<file path="config.mk">
export PLATFORM = sky130hd
export DESIGN_NAME = rlm_top
export DESIGN_NICKNAME = d
export VERILOG_FILES = /design/src/rtl/rlm_pkg.sv /design/src/rtl/rlm_chan.sv /design/src/rtl/rlm_top.sv /design/src/rtl/rlm_win.sv
export SDC_FILE = /design/constraint.sdc
export NUM_CORES = 1
export LEC_CHECK = 0
export BUFFER_PORTS_ARGS = -buffer_cell sky130_fd_sc_hd__clkbuf_2
export CAP_MARGIN = 0
export CORE_UTILIZATION = 61
export DETAILED_ROUTE_END_ITERATION = 12
export PLACE_DENSITY = 0.8
export REMOVE_ABC_BUFFERS = 1
export SYNTH_ARGS = -nofsm -noshare
export SYNTH_HDL_FRONTEND = slang
export SYNTH_SLANG_ARGS = --single-unit
</file>
<file path="constraint.sdc">
create_clock -name CORE_CLK -period 5.45 [get_ports CORE_CLK]
set_clock_uncertainty 0.1 [all_clocks]
set_input_delay 1.09 -clock CORE_CLK [delete_from_list [all_inputs] [get_ports CORE_CLK]]
set_output_delay 1.09 -clock CORE_CLK [all_outputs]
set_load 0.02 [all_outputs]
</file>
<file path="src/rtl/rlm_pkg.sv">
/*
  Constants shared by the receive loss-of-signal monitor.
  Assumes one core clock and a 32-bit APB register bus.
*/
package rlm_pkg;

  // ****************
  // Sizes
  // ****************
  localparam int unsigned RLM_NCH = 8;
  localparam int unsigned RLM_RUN_W = 13;
  localparam int unsigned RLM_WIN_W = 8;

  // ****************
  // Zero-run thresholds
  // ****************
  localparam logic [12:0] RLM_E1_ZEROS = 13'h0020;
  localparam logic [12:0] RLM_E1_EXT_ZEROS = 13'h1000;
  localparam logic [12:0] RLM_T1_ZEROS = 13'h00AF;

  // ****************
  // Recovery windows
  // ****************
  localparam logic [7:0] RLM_E1_WIN_LEN = 8'h20;
  localparam logic [7:0] RLM_E1_WIN_ONES = 8'h04;
  localparam logic [7:0] RLM_E1_WIN_RUN = 8'h10;
  localparam logic [7:0] RLM_T1_WIN_LEN = 8'h80;
  localparam logic [7:0] RLM_T1_WIN_ONES = 8'h10;
  localparam logic [7:0] RLM_T1_WIN_RUN = 8'h64;

  // ****************
  // Register map
  // ****************
  localparam logic [7:0] RLM_OFS_CONFIG = 8'h00;
  localparam logic [7:0] RLM_OFS_LIVE = 8'h04;
  localparam logic [7:0] RLM_OFS_STATUS = 8'h08;
  localparam logic [7:0] RLM_OFS_ENABLE = 8'h0C;
  localparam logic [7:0] RLM_OFS_CLEAR = 8'h10;
  localparam int unsigned RLM_CFG_E1_BIT = 0;
  localparam int unsigned RLM_CFG_EXT_BIT = 1;
  localparam logic [1:0] RLM_CONFIG_RST = 2'h0;
  localparam logic [7:0] RLM_ENABLE_RST = 8'h00;
  localparam logic [7:0] RLM_STATUS_RST = 8'h00;

  // Declaration threshold for the selected line mode
  function automatic logic [12:0] rlm_zero_limit(input logic e1,
                                                 input logic ext);
    if (!e1) begin
      return RLM_T1_ZEROS;
    end
    return ext ? RLM_E1_EXT_ZEROS : RLM_E1_ZEROS;
  endfunction

endpackage

</file>
<file path="src/rtl/rlm_chan.sv">
/*
  Zero-run loss detector and alarm state for one receive channel.
  Assumes the analog low-level flag already carries its hysteresis.
*/
`timescale 1ns/100ps
module rlm_chan import rlm_pkg::*; (
  input wire logic clk,
  input wire logic rst,
  input wire logic e1_mode,
  input wire logic ext_window,
  input wire logic analog_low,
  input wire logic bit_valid,
  input wire logic bit_data,
  input wire logic window_ok,
  output logic lost,
  output logic declare
);

  logic [12:0] zero_run;
  logic [12:0] limit;
  logic clear;

  assign limit = rlm_zero_limit(e1_mode, ext_window);
  // Declare on the zero that completes the run
  assign declare = !lost && analog_low && bit_valid && !bit_data
    && zero_run == limit - 13'h0001;
  assign clear = lost && !analog_low && window_ok;

  // ****************
  // Zero counter
  // ****************
  always_ff @(posedge clk) begin
    if (rst || !analog_low) begin
      zero_run <= 13'h0000;
    end else if (bit_valid) begin
      if (bit_data) begin
        zero_run <= 13'h0000;
      end else if (zero_run < limit) begin
        zero_run <= zero_run + 13'h0001;
      end
    end
  end

  // ****************
  // Live loss flag
  // ****************
  always_ff @(posedge clk) begin
    if (rst) begin
      lost <= 1'b0;
    end else if (declare) begin
      lost <= 1'b1;
    end else if (clear) begin
      lost <= 1'b0;
    end
  end
endmodule // rlm_chan

</file>
<file path="src/rtl/rlm_top.sv">
/*
  Eight-channel receive loss-of-signal monitor with APB registers.
  Assumes recovered bits arrive as strobes on the core clock and
  that the analog low-level flags come from the receive equalizer.
*/
// Notes on behaviour
// - Zero counting runs only while the analog low flag is present.
// - E1, normal window: declare loss after 32 consecutive zeros.
// - E1, extended window set: declare loss after 4096 zeros.
// - T1: declare loss after 175 consecutive zeros.
// - E1 clear: level recovered, 4 ones per 32 bits, runs <= 16.
// - T1 clear: level recovered, 16 ones per 128 bits, runs <= 100.
// - A declaration updates both live loss flag and latched status.
// - Enabled latched status drives the active-low interrupt low.
// - Reading alarm status clears it, releasing the interrupt.
`timescale 1ns/100ps
module rlm_top import rlm_pkg::*; (
  input wire logic CORE_CLK,
  input wire logic RST,
  input wire logic PSEL,
  input wire logic PENABLE,
  input wire logic PWRITE,
  input wire logic [7:0] PADDR,
  input wire logic [31:0] PWDATA,
  output logic [31:0] PRDATA,
  output logic PREADY,
  output logic PSLVERR,
  input wire logic [7:0] RX_ANALOG_LOW,
  input wire logic [7:0] RX_BIT_VALID,
  input wire logic [7:0] RX_BIT,
  output logic [7:0] RX_SIGNAL_LOST,
  output logic INT_N
);

  // ****************
  // Declarations
  // ****************
  logic [1:0] config_reg;
  logic [7:0] enable;
  logic [7:0] status;
  logic [7:0] lost;
  logic [7:0] declare;
  logic [7:0] window_ok;
  logic [7:0] read_mask;
  logic [7:0] next_status;
  logic e1_mode;
  logic extended_loss_window;
  logic setup;
  logic access;
  logic wr_access;
  logic rd_access;
  logic status_setup;
  logic status_read;
  logic clear_write;

  // ****************
  // Address decode
  // ****************
  function automatic logic rlm_mapped(input logic [7:0] a);
    return a == RLM_OFS_CONFIG || a == RLM_OFS_LIVE ||
           a == RLM_OFS_STATUS || a == RLM_OFS_ENABLE ||
           a == RLM_OFS_CLEAR;
  endfunction

  function automatic logic [31:0] rlm_read(input logic [7:0] a,
                                           input logic [1:0] cfg,
                                           input logic [7:0] live,
                                           input logic [7:0] stat,
                                           input logic [7:0] en);
    logic [31:0] d;
    d = 32'h0000_0000;
    if (a == RLM_OFS_CONFIG) begin
      d[1:0] = cfg;
    end else if (a == RLM_OFS_LIVE) begin
      d[7:0] = live;
    end else if (a == RLM_OFS_STATUS) begin
      d[7:0] = stat;
    end else if (a == RLM_OFS_ENABLE) begin
      d[7:0] = en;
    end
    return d;
  endfunction

  assign e1_mode = config_reg[RLM_CFG_E1_BIT];
  assign extended_loss_window = config_reg[RLM_CFG_EXT_BIT];
  assign setup = PSEL && !PENABLE;
  assign access = PSEL && PENABLE;
  assign wr_access = access && PWRITE;
  assign rd_access = access && !PWRITE;
  assign status_setup = setup && !PWRITE && PADDR == RLM_OFS_STATUS;
  assign status_read = rd_access && PADDR == RLM_OFS_STATUS;
  assign clear_write = wr_access && PADDR == RLM_OFS_CLEAR;

  // ****************
  // APB slave
  // ****************
  assign PREADY = 1'b1;
  assign PSLVERR = access && !rlm_mapped(PADDR);

  // Read data sampled in setup, stable through access
  always_ff @(posedge CORE_CLK) begin
    if (RST) begin
      PRDATA <= 32'h0000_0000;
    end else if (setup && !PWRITE) begin
      PRDATA <= rlm_read(PADDR, config_reg, lost, status, enable);
    end
  end

  // Only bits that went out on the bus are cleared by the read
  always_ff @(posedge CORE_CLK) begin
    if (RST) begin
      read_mask <= 8'h00;
    end else if (status_setup) begin
      read_mask <= status;
    end else if (setup) begin
      read_mask <= 8'h00;
    end
  end

  // ****************
  // Control registers
  // ****************
  always_ff @(posedge CORE_CLK) begin
    if (RST) begin
      config_reg <= RLM_CONFIG_RST;
    end else if (wr_access && PADDR == RLM_OFS_CONFIG) begin
      config_reg <= PWDATA[1:0];
    end
  end

  always_ff @(posedge CORE_CLK) begin
    if (RST) begin
      enable <= RLM_ENABLE_RST;
    end else if (wr_access && PADDR == RLM_OFS_ENABLE) begin
      enable <= PWDATA[7:0];
    end
  end

  // ****************
  // Channels
  // ****************
  for (genvar ch = 0; ch < RLM_NCH; ch++) begin : g_ch
    rlm_win u_win (
      .clk(CORE_CLK),
      .rst(RST),
      .e1_mode(e1_mode),
      .bit_valid(RX_BIT_VALID[ch]),
      .bit_data(RX_BIT[ch]),
      .window_ok(window_ok[ch])
    );
    rlm_chan u_chan (
      .clk(CORE_CLK),
      .rst(RST),
      .e1_mode(e1_mode),
      .ext_window(extended_loss_window),
      .analog_low(RX_ANALOG_LOW[ch]),
      .bit_valid(RX_BIT_VALID[ch]),
      .bit_data(RX_BIT[ch]),
      .window_ok(window_ok[ch]),
      .lost(lost[ch]),
      .declare(declare[ch])
    );
  end

  assign RX_SIGNAL_LOST = lost;

  // ****************
  // Alarm status
  // ****************
  always_comb begin
    next_status = status;
    if (status_read) begin
      next_status = next_status & ~read_mask;
    end
    if (clear_write) begin
      next_status = next_status & ~PWDATA[7:0];
    end
    next_status = next_status | declare;
  end

  always_ff @(posedge CORE_CLK) begin
    if (RST) begin
      status <= RLM_STATUS_RST;
    end else begin
      status <= next_status;
    end
  end

  // ****************
  // Interrupt
  // ****************
  assign INT_N = !(|(status & enable));
endmodule // rlm_top

</file>
<file path="src/rtl/rlm_win.sv">
/*
  Ones-density window checker for one receive channel.
  Assumes bit strobes synchronous to the core clock.
*/
`timescale 1ns/100ps
module rlm_win import rlm_pkg::*; (
  input wire logic clk,
  input wire logic rst,
  input wire logic e1_mode,
  input wire logic bit_valid,
  input wire logic bit_data,
  output logic window_ok
);

  logic [7:0] pos;
  logic [7:0] ones;
  logic [7:0] run;
  logic bad;
  logic [7:0] next_ones;
  logic [7:0] next_run;
  logic next_bad;
  logic [7:0] win_len;

  assign win_len = e1_mode ? RLM_E1_WIN_LEN : RLM_T1_WIN_LEN;
  assign next_ones = ones + {7'h00, bit_data};
  assign next_run = bit_data ? 8'h00 : (run == 8'hFF ? run : run + 8'h01);
  // Run too long anywhere in the window spoils it
  assign next_bad = bad | (next_run > (e1_mode ? RLM_E1_WIN_RUN
                                               : RLM_T1_WIN_RUN));

  // ****************
  // Window walk
  // ****************
  always_ff @(posedge clk) begin
    if (rst) begin
      pos <= 8'h00;
      ones <= 8'h00;
      run <= 8'h00;
      bad <= 1'b0;
      window_ok <= 1'b0;
    end else if (bit_valid) begin
      run <= next_run;
      if (pos == win_len - 8'h01) begin
        pos <= 8'h00;
        ones <= 8'h00;
        bad <= 1'b0;
        window_ok <= !next_bad && next_ones >= (e1_mode ? RLM_E1_WIN_ONES
                                                : RLM_T1_WIN_ONES);
      end else begin
        pos <= pos + 8'h01;
        ones <= next_ones;
        bad <= next_bad;
      end
    end
  end
endmodule // rlm_win

</file>
==> flow_summary.toml, run 1 <==
[setup_path]
path_class = "flip-flop to flip-flop"
r2r-start = "config_reg[0]$_SDFFE_PP0P_"
cp_slowest_stage_delay_ns = 0.91
start_kind = "flip-flop"
crit_path_cell_trace = "buf_4 > ha_1 > o21ai_0 > a21oi_1 > o31a_1 > o31a_1 > or4b_2 > a21oi_1"
crit_start = "config_reg[0]$_SDFFE_PP0P_"
crit_fanout = 61
r2r_setup_slack_ns = 1.69
worstSetupEndpointType = "flip-flop"
crit_arrival_ns = 4.12
critPathRequiredTime_ns = 5.81
crit_family = "compound AO/OA/AOI/OAI gates"
worst_path_max_delay_cell = "dfxtp_4"
critical_path_buf_inv_count = 1

[sta]
timing.slew.headroom_pct = 25.3
timing.fmax_mhz = 266
period_share_pct = 69.0
rsz0062_at_grt = "false"
setup_tns_ns = 0
tightest_slew_ns = 1.11
fin_crit_ns = 3.76
setup_slack_ns = 1.69
holdWs_ns = 0.351
drv_slew = 0
hold_viol_final = 0
setup-violations-final = 0

[routing]
drt_pass1_iterations = 6
routed-via-count = 19614
drt-initial-drc-count = 1542
totalWireLength_um = 49900
routedWlPerCell_um = 15.8
post-route-drc-count = 0
ant_nets = 0
avgViaCountPerCell = 6.21

[die]
core.rowCount = 67
start_util_pct = 62.7
coreArea_sq_um = 33900
dieArea_sq_um = 35500
fp.dieH_um = 189
die_w_um = 189
io_pins = 112

[synth]
synthCells = 2689
synthesis.area_per_instance_sq_um = 7.89
synth.distinct_cells = 81
synth-edff-count = 0
yosysTopAreaCellShare_pct = 33.4
synth_seq_area_share_pct = 33.4
yosys.area.top_type = "dfxtp_1"
ys_top_cells_by_area = "dfxtp_1 33%, ha_1 8.5%, nor2_1 6.5%, a21oi_1 5.2%, nand2_1 4.4%"
syn-cell-area_sq_um = 21200
ys_warn_count = 0
synthTopCellsByCount = "367 x nor2_1, 354 x dfxtp_1, 249 x nand2_1, 221 x a21oi_1, 144 x ha_1"
ys_seq_elements = 354
ys.flop_type = "dfxtp_1"
async_reset_ff_share_pct = 0
synth.most_common_cell = "nor2_1"

[cts]
ctsResizeCount = 0
cts_tree = "yes"
cts_buffers = 39
clockBufferDepth = 3
cts_root_buffer = "clkbuf_16"
cts_sinks = 354
postCtsHoldBufs = 0
clkLatencyLatePin_ns = 0.53
post_cts_buffers = 0
h-tree-depth = 2
clk_pin_slew_ns = 0.06

[placed_design]
gp_congestion = 0.917
place_inst = 3090
io_buffers = 62
hpwl_um = 34300
dpl_cell_area_sq_um = 21600
dp_slack_ns = 1.70

[layout]
final_cells = 3160
area_growth_pct = 7.97
finalNetCount = 2896
final_util_pct = 67.7
regMostFlops = "g_ch.u_chan.zero_run"
drive_gt1_share_pct = 6.27
largest_reg_flops = 104
fin_area_sq_um = 22900

[hold_path]
hold_path_startpoint = "g_ch[5].u_win.bad$_SDFFE_PP0P_"
hp-class = "flip-flop to flip-flop"

[run_status]
outcome = "completed"

[pwr]
p_per_area_nw_per_um2 = 245
finalPower_mw = 5.61
ir_drop_mv = 0.239
p_leak_nw = 8.89

[global_routing]
overflow = 0
antenna_found_initial = 3
grt_pass1_vias = 18252
grt_pass1_wl_um = 84500
grt_usage_pct = 27.6
grt_max_degree = 148

[job]
cap_violations = 0
[path summary, 6_finish.rpt]
check / cells past startpoint / endpoint
min reg2reg: 2 / g_ch[5].u_win.bad$_SDFFE_PP0P_
max reg2reg: 8 / g_ch[6].u_chan.zero_run[12]$_SDFFE_PP0P_
min: 2 / g_ch[5].u_win.bad$_SDFFE_PP0P_
max: 8 / g_ch[6].u_chan.zero_run[12]$_SDFFE_PP0P_
[cell families after synthesis]
family / after synthesis / synth area share [%]
flops: 354 / 33.4
xor+xnor: 125 / 5.16
buf+inv: 216 / 4.44
compound gates: 644 / 19.3
mux: 39 / 1.97
other cells: 2 / 0.0354
simple gates: 1164 / 27.2
fa+ha+maj: 145 / 8.54
[power breakdown]
part	internal [mW]	switching (mW)
sequential	2.61	0.0230
clock	1.64	1.04
combinational	0.0863	0.215
total	4.33	1.28
[routing by layer]
layer	part of all wire, %	GRT usage [%]	wire, um	vias to the layer above
li1	-	-	-	9742
met3	5.5	4.27	2760	98
met5	0.024	0	12	-
met2	47	47.0	23600	523
met4	2.7	9.40	1330	2
met1	44	35.4	22200	9249
[cells in the final DEF (no fill, tap or decap), types with 10 or more instances in the layout]
| master | n |
|---|---|
| or4_1 | 33 |
| a21oi_1 | 221 |
| a31oi_1 | 20 |
| clkbuf_2 | 61 |
| clkbuf_1 | 11 |
| nand3b_1 | 16 |
| a21o_1 | 13 |
| nor3_1 | 52 |
| and3_1 | 63 |
| xnor2_1 | 51 |
| a2111o_1 | 13 |
| nor3b_1 | 22 |
| a22o_1 | 19 |
| a22oi_1 | 49 |
| inv_1 | 74 |
| clkbuf_16 | 41 |
| nand2_1 | 249 |
| or3_1 | 54 |
| mux2i_1 | 35 |
| dfxtp_1 | 353 |
| o211ai_1 | 13 |
| ha_1 | 144 |
| nand2b_1 | 32 |
| nand3_1 | 114 |
| nor2b_1 | 16 |
| o21ai_0 | 142 |
| o31ai_1 | 31 |
| nor4_1 | 24 |
| o21a_1 | 14 |
| conb_1 | 25 |
| nor2_1 | 367 |
| xor2_1 | 74 |
| and2_1 | 13 |
| and4_1 | 10 |
| nand4_1 | 52 |
[worst register-to-register path: cells and delay by family (launching register included)]
| family | cells | cell delay (ns) |
|---|---|---|
| flops | 1 | 0.91 |
| buf+inv | 1 | 0.55 |
| compound gates | 5 | 1.12 |
| simple gates | 1 | 0.66 |
| fa+ha+maj | 1 | 0.34 |
[final cells by class]
| type | count | area (sq um) |
|---|---|---|
| timing repair buffer | 70 | 389 |
| fill | 2789 | 11000 |
| clock buffer | 61 | 1190 |
| sequential | 354 | 7090 |
| multi-input combinational | 2142 | 13300 |
| antenna | 2 | 5.00 |
| inverter | 76 | 285 |
| clock inverter | 7 | 113 |
| tap | 448 | 561 |
Power figures use the tool's default switching activity.
==> run 2: changes to the inputs <==
--- a/config.mk
+++ b/config.mk
@@ -7,9 +7,9 @@
 export LEC_CHECK = 0
 export BUFFER_PORTS_ARGS = -buffer_cell sky130_fd_sc_hd__clkbuf_2
 export CAP_MARGIN = 0
-export CORE_UTILIZATION = 61
+export CORE_UTILIZATION = 56
 export DETAILED_ROUTE_END_ITERATION = 12
-export PLACE_DENSITY = 0.8
+export PLACE_DENSITY = 0.77
 export REMOVE_ABC_BUFFERS = 1
 export SYNTH_ARGS = -nofsm -noshare
 export SYNTH_HDL_FRONTEND = slang
==> constraint.sdc (replaced) <==
create_clock -name CORE_CLK -period 3.1 [get_ports CORE_CLK]
set_clock_uncertainty 0.1 [all_clocks]
set_input_delay 0.62 -clock CORE_CLK [delete_from_list [all_inputs] [get_ports CORE_CLK]]
set_output_delay 0.62 -clock CORE_CLK [all_outputs]
set_load 0.02 [all_outputs]
==> flow_summary.toml, run 2 (synthesis gave the netlist of run 1 again) <==
[cts]
postCtsHoldBufs = 0
h-tree-depth = 2
cts_tree = "yes"
cts_root_buffer = "clkbuf_16"
cts_buffers = 41
post_cts_buffers = 0
clockBufferDepth = 3
cts_sinks = 354
clkLatencyLatePin_ns = 0.54
clk_pin_slew_ns = 0.06
ctsResizeCount = 0

[layout]
finalNetCount = 2954
fillers = 3155
area_growth_pct = 10.8
final_cells = 3277
drive_gt1_share_pct = 8.89
multi_input_area_sq_um = 13300
layout_commonest_cell = "nor2_1"
regMostFlops = "g_ch.u_chan.zero_run"
regArea_sq_um = 7090
final_util_pct = 63.6
largest_reg_flops = 104
layout_common_cells = "366 x nor2_1, 350 x dfxtp_1, 249 x nand2_1"

[setup_path]
worst_path_max_delay_cell = "dfxtp_1"
crit_fanout = 6
cp_slowest_stage_delay_ns = 0.40
crit_path_cell_trace = "ha_1 > nand4_1 > or2_2 > nand4_1 > xor2_1 > nor2_1 > ha_1 > nand3_1 > a311oi_1 > o221ai_1 > a2111o_1 > a21oi_1"
worstSetupEndpointType = "flip-flop"
crit_arrival_ns = 3.31
critPathRequiredTime_ns = 3.47
path_class = "flip-flop to flip-flop"
start_kind = "flip-flop"

[sta]
timing.slew.headroom_pct = 55.7
hold_viol_final = 0
timing.fmax_mhz = 340
drv_slew = 0
tightest_slew_ns = 0.647
period_share_pct = 94.8
rsz0062_at_grt = "true"
setup-violations-final = 0
fin_crit_ns = 2.94

[die]
io_pins = 112
fp.dieH_um = 197
core.rowCount = 70
die_w_um = 197
start_util_pct = 57.4
dieArea_sq_um = 38700
coreArea_sq_um = 37000

[routing]
drt_pass1_iterations = 6
ant_nets = 0
avgViaCountPerCell = 6.09
post-route-drc-count = 0
routed-via-count = 19960
totalWireLength_um = 52900
routedWlPerCell_um = 16.1
drt-initial-drc-count = 1395

[global_routing]
grt_max_degree = 60
grt_usage_pct = 26.9
grt_pass1_vias = 19030
antenna_found_initial = 7
overflow = 0
grt_pass1_wl_um = 88200

[pwr]
p_per_area_nw_per_um2 = 426
ir_drop_mv = 0.449
p_leak_nw = 9.20

[run_status]
outcome = "completed"

[hold_path]
hp-class = "input pin to flip-flop"

[placed_design]
gp_congestion = 0.926
hpwl_um = 37000
place_inst = 3202
io_buffers = 62

[job]
cap_violations = 0
run 2: stage by stage:
step	power, mW	instance area, sq um	worst slack, ns	hold WS, ns	setup TNS, ns
3_3_place_gp	5.26	22100	0.108	0.327	0
2_1_floorplan	5.02	20700	-1.95	0.319	-268.03
5_1_grt	10.4	23500	-0.0817	0.259	-0.107
6_report	10.0	23500	0.160	0.246	0
4_1_cts	10.1	23400	0.0236	0.234	0
3_5_place_dp	5.28	22100	0.0549	0.338	0
run 2: path summary, 6_finish.rpt:
check                                    start                              endpoint  slack [ns]  cells after the start
min reg2reg     g_ch[4].u_win.bad$_SDFFE_PP0P_        g_ch[4].u_win.bad$_SDFFE_PP0P_        0.36                      2
max          g_ch[6].u_win.run[0]$_SDFFE_PP0P_  g_ch[6].u_win.window_ok$_SDFFE_PP0P_        0.16                     12
min                                  PWDATA[7]                enable[7]$_SDFFE_PP0P_        0.25                      3
max reg2reg  g_ch[6].u_win.run[0]$_SDFFE_PP0P_  g_ch[6].u_win.window_ok$_SDFFE_PP0P_        0.16                     12
run 2: critical path, delay by kind of cell (launching register included):
family	cells	cell delay (ns)
AOI/OAI and AO/OA	4	0.91
xor gates and xnor gates	1	0.16
adders and majority gates	2	0.47
DFF	1	0.40
and+or+nand+nor	5	0.84
run 2: per-layer routing:
layer	share of wire (%)	GRT usage, %	up-vias
li1	-	-	9841
met1	44	33.6	9490
met2	48	46.1	501
met3	5.7	4.60	124
met4	2.8	10.7	4
met5	0.043	0	-
run 2: power breakdown:
part	switching (mW)	leakage, nW	internal, mW
Clock	1.91	0.648	2.91
Combinational	0.394	5.69	0.170
Sequential	0.0399	2.86	4.59
run 2: cell type report:
class | count | area share [%]
multi-input cells | 2142 | 56.7
flip-flops and latches | 354 | 30.2
clock buffers | 53 | 4.68
repair buffers | 126 | 3.55
well taps | 504 | 2.68
inverters | 76 | 1.21
clock inverters | 17 | 0.931
diodes | 5 | 0.0532
